## config.mk

```make
export PLATFORM = sky130hd
export DESIGN_NAME = trfs_top
export DESIGN_NICKNAME = d
export VERILOG_FILES = /design/src/rtl/trfs_pkg.sv /design/src/rtl/trfs_top.sv
export SDC_FILE = /design/constraint.sdc
export NUM_CORES = 1
export LEC_CHECK = 0
export BUFFER_PORTS_ARGS = -buffer_cell sky130_fd_sc_hd__buf_4
export CAP_MARGIN = 25
export CORE_UTILIZATION = 55
export DETAILED_ROUTE_END_ITERATION = 7
export PLACE_DENSITY = 0.75
export SYNTH_ARGS = -nofsm -noshare
export SYNTH_HDL_FRONTEND = slang
export SYNTH_SLANG_ARGS = --single-unit
export TNS_END_PERCENT = 1
```

## constraint.sdc

```tcl
create_clock -name clk -period 12.08 [get_ports clk]
set_input_delay 0.604 -clock clk [delete_from_list [all_inputs] [get_ports clk]]
set_output_delay 0.604 -clock clk [all_outputs]
set_load 0.02 [all_outputs]
```

## src/rtl/trfs_pkg.sv

```systemverilog
// Summary of operation
// - port 0 to-self frame relays only if bit set
// - port 0 broadcast relays only if bit set
// - port 0 multicast: select bit inverts CAM hit sense
// - port 0 foreign unicast: select bit inverts CAM sense
// - port 1 to-self frame relays only if bit set
// - port 1 broadcast relays only if bit set
// - port 1 multicast: select bit inverts CAM hit sense
// - port 1 foreign unicast: select bit inverts CAM sense
// - reserved bits read zero, written zero
// - all select bits reset to zero
package trfs_pkg;

    // register byte addresses
    localparam logic [3:0] ADDR_SEL_P0 = 4'h0;
    localparam logic [3:0] ADDR_SEL_P1 = 4'h4;
    localparam logic [3:0] ADDR_CTRL = 4'h8;
    localparam logic [3:0] ADDR_STAT = 4'hc;

    // select register field positions
    localparam int BIT_SELF = 11;
    localparam int BIT_BCAST = 10;
    localparam int BIT_MCAST = 9;
    localparam int BIT_FOREIGN = 8;

    // control register field positions
    localparam int BIT_EN_DIR0 = 0;
    localparam int BIT_EN_DIR1 = 1;

    // status register field positions
    localparam int BIT_ST_SLOT0 = 0;
    localparam int BIT_ST_SLOT1 = 1;
    localparam int BIT_ST_OUTV = 2;
    localparam int BIT_ST_LOCK = 3;

    // reset values
    localparam logic [3:0] SEL_RESET = 4'h0;
    localparam logic EN_RESET = 1'b0;

    // decision queue depth
    localparam int FIFO_DEPTH = 32;

    // destination class of a received frame
    typedef enum logic [1:0] {
        CLS_SELF,
        CLS_BCAST,
        CLS_MCAST,
        CLS_FOREIGN
    } trfs_class_t;

    // per-frame facts from a receive path
    typedef struct packed {
        logic to_self; // destination is this device
        logic bcast; // all-ones destination
        logic mcast; // group bit set
        logic cam_hit; // CAM lookup result
    } trfs_frame_t;

    // one direction's select bits
    typedef struct packed {
        logic self_relay;
        logic bcast_relay;
        logic mcast_sel;
        logic foreign_sel;
    } trfs_sel_t;

    // forwarding decision word
    typedef struct packed {
        logic src_port; // receiving port
        trfs_class_t dclass; // class found
        logic relay; // relay to the other port
    } trfs_dec_t;

    localparam int DEC_W = $bits(trfs_dec_t);

endpackage

```

## src/rtl/trfs_top.sv

```systemverilog
`timescale 1ns/100ps

// decision queue with registered output stage
module trfs_fifo #(
    parameter int W = 4,
    parameter int DEPTH = 32
) (
    // clock and reset
    input wire logic clk,
    input wire logic rst_n,
    // filling side
    input wire logic in_valid,
    input wire logic [W-1:0] in_data,
    output logic in_ready,
    // draining side
    output logic out_valid,
    output logic [W-1:0] out_data,
    input wire logic out_ready
);
    localparam int AW = $clog2(DEPTH);
    localparam int CW = $clog2(DEPTH + 1);

    // whole queue state
    typedef struct packed {
        logic [DEPTH-1:0][W-1:0] mem; // storage words
        logic [AW-1:0] wr; // write pointer
        logic [AW-1:0] rd; // read pointer
        logic [CW-1:0] cnt; // words in storage
        logic in_ready; // room for one more
        logic out_valid; // output stage full
        logic [W-1:0] out_data; // output stage word
    } trfs_fifo_state_t;

    trfs_fifo_state_t s;
    trfs_fifo_state_t next_s;
    logic push;
    logic pop;

    // next-state logic
    always_comb
    begin
        next_s = s;
        push = in_valid && s.in_ready;
        pop = (s.cnt != '0) && (!s.out_valid || out_ready);
        // consumer took the output word
        if (s.out_valid && out_ready)
        begin
            next_s.out_valid = 1'b0;
        end
        // refill output stage from storage
        if (pop)
        begin
            next_s.out_data = s.mem[s.rd];
            next_s.out_valid = 1'b1;
            next_s.rd = s.rd + AW'(1);
        end
        // store incoming word
        if (push)
        begin
            next_s.mem[s.wr] = in_data;
            next_s.wr = s.wr + AW'(1);
        end
        next_s.cnt = s.cnt + CW'(push) - CW'(pop);
        // ready only while storage has room
        next_s.in_ready = (next_s.cnt < CW'(DEPTH));
    end

    // state register
    always_ff @(posedge clk or negedge rst_n)
    begin
        if (!rst_n)
        begin
            s <= '0;
            s.in_ready <= 1'b1;
        end
        else
        begin
            s <= next_s;
        end
    end

    assign in_ready = s.in_ready;
    assign out_valid = s.out_valid;
    assign out_data = s.out_data;

endmodule // trfs_fifo

// two-port relay forwarding decision block
module trfs_top (
    // clock and reset
    input wire logic clk,
    input wire logic arst_n,
    // register bus, avalon-mm slave
    input wire logic [3:0] avs_address,
    input wire logic avs_read,
    input wire logic avs_write,
    input wire logic [31:0] avs_writedata,
    input wire logic [3:0] avs_byteenable,
    output logic [31:0] avs_readdata,
    output logic avs_waitrequest,
    // port 0 receive path
    input wire logic rx0_valid,
    input wire trfs_pkg::trfs_frame_t rx0_frame,
    output logic rx0_ready,
    // port 1 receive path
    input wire logic rx1_valid,
    input wire trfs_pkg::trfs_frame_t rx1_frame,
    output logic rx1_ready,
    // decision stream out
    output logic dec_valid,
    output trfs_pkg::trfs_dec_t dec_data,
    input wire logic dec_ready
);

    // block state
    typedef struct packed {
        trfs_pkg::trfs_sel_t sel0; // port 0 to 1 selects
        trfs_pkg::trfs_sel_t sel1; // port 1 to 0 selects
        logic en0; // relay_enable_dir0
        logic en1; // relay_enable_dir1
        logic locked; // any relay enabled once
        logic waitreq; // bus stall
        logic [31:0] rdata; // bus read word
        trfs_pkg::trfs_dec_t slot0; // port 0 held decision
        trfs_pkg::trfs_dec_t slot1; // port 1 held decision
        logic slot0_v; // slot 0 full
        logic slot1_v; // slot 1 full
        logic rdy0; // port 0 ready
        logic rdy1; // port 1 ready
    } trfs_state_t;

    trfs_state_t s;
    trfs_state_t next_s;
    logic [1:0] rst_sync;
    logic rst_n;
    logic q_in_valid;
    trfs_pkg::trfs_dec_t q_in_data;
    logic q_in_ready;
    logic q_out_valid;
    logic bus_req;
    logic bus_go;

    // classify one frame, broadcast ahead of multicast
    function automatic trfs_pkg::trfs_class_t classify(input trfs_pkg::trfs_frame_t f);
        trfs_pkg::trfs_class_t c;
        if (f.to_self)
        begin
            c = trfs_pkg::CLS_SELF;
        end
        else if (f.bcast)
        begin
            c = trfs_pkg::CLS_BCAST;
        end
        else if (f.mcast)
        begin
            c = trfs_pkg::CLS_MCAST;
        end
        else
        begin
            c = trfs_pkg::CLS_FOREIGN;
        end
        return c;
    endfunction

    // relay decision for one frame of one direction
    function automatic trfs_pkg::trfs_dec_t decide(
        input trfs_pkg::trfs_frame_t f,
        input trfs_pkg::trfs_sel_t sel,
        input logic port,
        input logic en
    );
        trfs_pkg::trfs_dec_t d;
        logic r;
        d.src_port = port;
        d.dclass = classify(f);
        unique case (d.dclass)
            // to-self: plain gate
            trfs_pkg::CLS_SELF: r = sel.self_relay;
            // broadcast: plain gate
            trfs_pkg::CLS_BCAST: r = sel.bcast_relay;
            // multicast: hit sense flipped by select
            trfs_pkg::CLS_MCAST: r = f.cam_hit ^ sel.mcast_sel;
            // foreign unicast: hit sense flipped by select
            trfs_pkg::CLS_FOREIGN: r = f.cam_hit ^ sel.foreign_sel;
        endcase
        d.relay = r && en;
        return d;
    endfunction

    // pack select bits into a register word, reserved bits zero
    function automatic logic [31:0] sel_word(input trfs_pkg::trfs_sel_t sel);
        logic [31:0] w;
        w = 32'h0;
        w[trfs_pkg::BIT_SELF] = sel.self_relay;
        w[trfs_pkg::BIT_BCAST] = sel.bcast_relay;
        w[trfs_pkg::BIT_MCAST] = sel.mcast_sel;
        w[trfs_pkg::BIT_FOREIGN] = sel.foreign_sel;
        return w;
    endfunction

    // unpack select bits from a write word, reserved bits dropped
    function automatic trfs_pkg::trfs_sel_t sel_from(input logic [31:0] w);
        trfs_pkg::trfs_sel_t sel;
        sel.self_relay = w[trfs_pkg::BIT_SELF];
        sel.bcast_relay = w[trfs_pkg::BIT_BCAST];
        sel.mcast_sel = w[trfs_pkg::BIT_MCAST];
        sel.foreign_sel = w[trfs_pkg::BIT_FOREIGN];
        return sel;
    endfunction

    // reset release through two flops
    always_ff @(posedge clk or negedge arst_n)
    begin
        if (!arst_n)
        begin
            rst_sync <= 2'h0;
        end
        else
        begin
            rst_sync <= {rst_sync[0], 1'b1};
        end
    end

    assign rst_n = rst_sync[1];

    // next-state logic
    always_comb
    begin
        next_s = s;
        bus_req = avs_read || avs_write;
        bus_go = bus_req && !s.waitreq;

        // bus: stall one cycle, then answer for one cycle
        if (bus_req && s.waitreq)
        begin
            next_s.waitreq = 1'b0;
            next_s.rdata = 32'h0;
            unique case (avs_address)
                trfs_pkg::ADDR_SEL_P0: next_s.rdata = sel_word(s.sel0);
                trfs_pkg::ADDR_SEL_P1: next_s.rdata = sel_word(s.sel1);
                trfs_pkg::ADDR_CTRL:
                begin
                    next_s.rdata[trfs_pkg::BIT_EN_DIR0] = s.en0;
                    next_s.rdata[trfs_pkg::BIT_EN_DIR1] = s.en1;
                end
                trfs_pkg::ADDR_STAT:
                begin
                    next_s.rdata[trfs_pkg::BIT_ST_SLOT0] = s.slot0_v;
                    next_s.rdata[trfs_pkg::BIT_ST_SLOT1] = s.slot1_v;
                    next_s.rdata[trfs_pkg::BIT_ST_OUTV] = q_out_valid;
                    next_s.rdata[trfs_pkg::BIT_ST_LOCK] = s.locked;
                end
                // unmapped: reads zero
                default: next_s.rdata = 32'h0;
            endcase
        end
        else if (bus_go)
        begin
            next_s.waitreq = 1'b1;
        end

        // writes land on the answering edge
        if (bus_go && avs_write)
        begin
            unique case (avs_address)
                trfs_pkg::ADDR_SEL_P0:
                begin
                    // selects frozen once any relay enabled
                    if (!s.locked && avs_byteenable[1])
                    begin
                        next_s.sel0 = sel_from(avs_writedata);
                    end
                end
                trfs_pkg::ADDR_SEL_P1:
                begin
                    if (!s.locked && avs_byteenable[1])
                    begin
                        next_s.sel1 = sel_from(avs_writedata);
                    end
                end
                trfs_pkg::ADDR_CTRL:
                begin
                    if (avs_byteenable[0])
                    begin
                        next_s.en0 = avs_writedata[trfs_pkg::BIT_EN_DIR0];
                        next_s.en1 = avs_writedata[trfs_pkg::BIT_EN_DIR1];
                        next_s.locked = s.locked || next_s.en0 || next_s.en1;
                    end
                end
                // status and unmapped: write ignored
                default: next_s.locked = s.locked;
            endcase
        end

        // hand one held decision to the queue, port 0 first
        q_in_valid = s.slot0_v || s.slot1_v;
        q_in_data = s.slot0_v ? s.slot0 : s.slot1;
        if (q_in_ready && s.slot0_v)
        begin
            next_s.slot0_v = 1'b0;
        end
        else if (q_in_ready && s.slot1_v)
        begin
            next_s.slot1_v = 1'b0;
        end

        // take new frames into empty slots
        if (rx0_valid && s.rdy0)
        begin
            next_s.slot0 = decide(rx0_frame, s.sel0, 1'b0, s.en0);
            next_s.slot0_v = 1'b1;
        end
        if (rx1_valid && s.rdy1)
        begin
            next_s.slot1 = decide(rx1_frame, s.sel1, 1'b1, s.en1);
            next_s.slot1_v = 1'b1;
        end
        next_s.rdy0 = !next_s.slot0_v;
        next_s.rdy1 = !next_s.slot1_v;
    end

    // state register
    always_ff @(posedge clk or negedge rst_n)
    begin
        if (!rst_n)
        begin
            s <= '0;
            s.sel0 <= trfs_pkg::SEL_RESET;
            s.sel1 <= trfs_pkg::SEL_RESET;
            s.en0 <= trfs_pkg::EN_RESET;
            s.en1 <= trfs_pkg::EN_RESET;
            s.waitreq <= 1'b1;
            s.rdy0 <= 1'b1;
            s.rdy1 <= 1'b1;
        end
        else
        begin
            s <= next_s;
        end
    end

    // decision queue toward the relay path
    trfs_fifo #(
        .W(trfs_pkg::DEC_W),
        .DEPTH(trfs_pkg::FIFO_DEPTH)
    ) u_queue (
        .clk(clk),
        .rst_n(rst_n),
        .in_valid(q_in_valid),
        .in_data(q_in_data),
        .in_ready(q_in_ready),
        .out_valid(q_out_valid),
        .out_data(dec_data),
        .out_ready(dec_ready)
    );

    // outputs straight from flops
    assign dec_valid = q_out_valid;
    assign avs_readdata = s.rdata;
    assign avs_waitrequest = s.waitreq;
    assign rx0_ready = s.rdy0;
    assign rx1_ready = s.rdy1;

endmodule // trfs_top

```

==> impl_metrics.toml <==
[finish]
post-route-util = 0.627
fillCellCount = 1250
nets = 870
drive_above_1_share = 0.208
area_growth_pct = 9.67
n_antenna_cell = 0

[logic_synthesis]
synth-main-ff-cell = "dfrtp_1"
yosysWarnings = 0
synth_top_area_share = 0.508
seq_area_frac_synth = 0.520
ys_ff_latch = 183
syn_area_um2 = 8820
synth_cell_type_count = 61
ys_top_cells_by_area = "dfrtp_1 51%, mux4_2 5.1%, a21oi_1 4.9%"
synth_edf_count = 0
post-synth-top-area-cell = "dfrtp_1"
postSynth.asyncResetShare = 1.00
synth_area_per_cell_um2 = 11.3
synth_cells = 782

[timing]
relSlewSlack = 0.422
period_minus_slack_ns = 2.89
finalClockSkew_ns = 0.00716
rsz0062_at_grt = "no"
fmax_mhz = 346
tightest_slew_ns = 0.867
setup_tns_ns = 0
setup_viol = 0
hold_viol = 0
fin_ws_ns = 9.19
fin_crit_sh = 0.239
drv_slew = 0

[global_routing]
gr-total-overflow = 0
antenna_found_initial = 0
grt_use_total = 0.246
grt_pass1_wl_mm = 30.6
grt_pass1_vias = 5968
grt_start_max_net_pins = 85

[clocking]
postCtsSetupBuffers = 0
cts.clk_slew.worst_paths_ns = 0.06
cts_tree = "yes"
clock_path_buffers = 2
cts_resized = 0
htreeDepth = 4
clk_latency_ns = 0.44
cts_root_buf = "clkbuf_16"
cts_num_sinks = 183
cts-buffers-inserted = 17

[detailed_routing]
wl_per_cell_um = 18.1
met3_length_um = 694
antenna_left = 0
first_iter_violations = 360
highest_layer = "met4"
viasPerCell = 5.69
first_pass_iters = 5
drc = 0
drt-met1-wl_mm = 8.00
wl_met2_mm = 9.52
vias = 5823
routed_wl_mm = 18.5

[die]
die_w_um = 129
dieArea_um2 = 16600
fp.dieH_um = 129
fp-row-count = 45
start_util = 0.572
io_pins = 95
core-area_um2 = 15400

[job]
drv_cap = 0

[critical_path]
path_class = "reg -> reg"
crit_required_ns = 12.44
cp-end-kind = "flip-flop"
path_max_fanout = 10
cp-start-kind = "flip-flop"
critPathArrivalTime_ns = 3.25

[hold_path]
hp-class = "reg -> async"

[place]
place.gp.congestion = 0.870
detailedPlace.worstSlack_ns = 9.21
port_buffers = 42
place.detailed.hpwl_mm = 12.6

[status]
run_status = "finished, final reports clean"

[power]
peakVddDrop_uv = 153
power.density_nw_per_um2 = 263
power_w = 0.00254
leakage_nw = 4.40
synth_stat cells (3+ instances only):
library cell	instances
a21oi_1	87
and3_1	4
buf_2	15
buf_4	41
buf_6	5
clkbuf_1	14
dfrtp_1	179
dfstp_2	4
ha_1	13
inv_1	24
mux2_2	34
mux2_4	3
mux2i_1	42
mux4_2	20
nand2_1	44
nand2b_1	4
nand3_1	7
nand3b_1	5
nor2_1	99
nor2_4	7
nor2b_1	9
nor3b_1	5
o2111ai_1	4
o211ai_4	4
o21a_1	3
o21ai_0	32
o21ai_1	4
o22a_1	5
o22ai_1	7
o31ai_1	4
or3_1	3
xnor2_1	7
xor2_1	5
flip-flops by register name (all words and copies together), names as in the netlist:
name	flops
rx1_ready	1
u_queue.out_valid	1
u_queue.s	144
u_queue.in_ready	1
s	20
rst_sync	2
avs_readdata	8
avs_waitrequest	1
u_queue.out_data	4
rx0_ready	1
critical path, stage by stage (launching register included):
cell      delay (ns)
dfrtp_1         0.36
inv_1           0.06
ha_1            0.20
and4bb_2        0.27
nor2_2          0.40
ha_1            0.32
inv_1           0.06
ha_1            0.16
inv_1           0.06
fa_1            0.39
inv_1           0.07
a21oi_1         0.06
o21ai_0         0.23
xor2_1          0.19
report_power, final:
group	total, W	switching (W)	internal, W
sequential	0.00109	0.000230	0.000861
combinational	0.000923	0.000496	0.000428
clock	0.000531	0.000224	0.000307
total	0.00254	0.000950	0.00160
per-layer routing:
layer / vias up / global-route usage
met1: 2947 / 0.318
met4: 0 / 0.107
li1: 2707 / -
met2: 144 / 0.410
met3: 25 / 0.0462
met5: - / 0
area by class of cell:
type / count / area [um2] / area share
Inverter: 24 / 90.1 / 0.00931
Sequential cell: 183 / 4590 / 0.474
Timing Repair Buffer: 53 / 425 / 0.0440
Clock inverter: 9 / 103 / 0.0106
Multi-Input combinational cell: 522 / 3750 / 0.388
Tap cell: 211 / 264 / 0.0273
Clock buffer: 22 / 454 / 0.0469
cell usage in the layout (no fill, tap or decap), types with 7 or more instances in the layout:
cell type	n
dfrtp_1	177
nor2_1	99
a21oi_1	87
buf_4	49
nand2_1	44
mux2i_1	39
mux2_2	34
o21ai_0	32
conb_1	25
inv_1	24
mux4_2	20
clkbuf_16	17
ha_1	13
nor2b_1	9
xnor2_1	7
nand3_1	7
nor2_4	7
o22ai_1	7
per-stage QoR:
step | instance area [um2] | instances | hold WS [ns]
2_1_floorplan | 8910 | 805 | 0.308
3_3_place_gp | 9060 | 989 | 0.269
4_1_cts | 9630 | 1022 | 0.280
5_1_grt | 9680 | 1024 | 0.303
6_report | 9680 | 1024 | 0.257
3_5_place_dp | 9070 | 990 | 0.279
cells by family after synthesis:
group                    after synthesis  share of synthesized area
other                                  2                   0.000851
XOR/XNOR                              12                     0.0119
buffers and inverters                100                     0.0664
multiplexers                         101                      0.150
flip-flops                           183                      0.520
AO/OA/AOI/OAI                        163                      0.113
adder cells (fa/ha/maj)               14                     0.0207
AND/OR/NAND/NOR                      207                      0.117
worst paths after layout:
path | from | end | slack, ns | cells past startpoint
setup / recovery | u_queue.s[8]$_DFF_PN0_ | u_queue.s[10]$_DFF_PN0_ | 9.19 | 13
hold / removal | rst_sync[1]$_DFF_PN0_ | s[3]$_DFF_PN0_ | 0.26 | 0
setup reg to reg | u_queue.s[8]$_DFF_PN0_ | u_queue.s[10]$_DFF_PN0_ | 9.19 | 13
hold reg to reg | rst_sync[1]$_DFF_PN0_ | s[3]$_DFF_PN0_ | 0.26 | 0
max in group asynchronous | rst_sync[1]$_DFF_PN0_ | u_queue.s[84]$_DFFE_PN0P_ | 10.38 | 2
min in group clk | rx1_frame[3] | s[6]$_DFFE_PN0P_ | 0.36 | 2
timing repair:
item,4_1_cts,5_1_grt
endpoints found under the hold margin,2,0
setup endpoints to repair,0,0
hold buffers,1,0
Note: power is estimated with default switching activity, not from simulation.
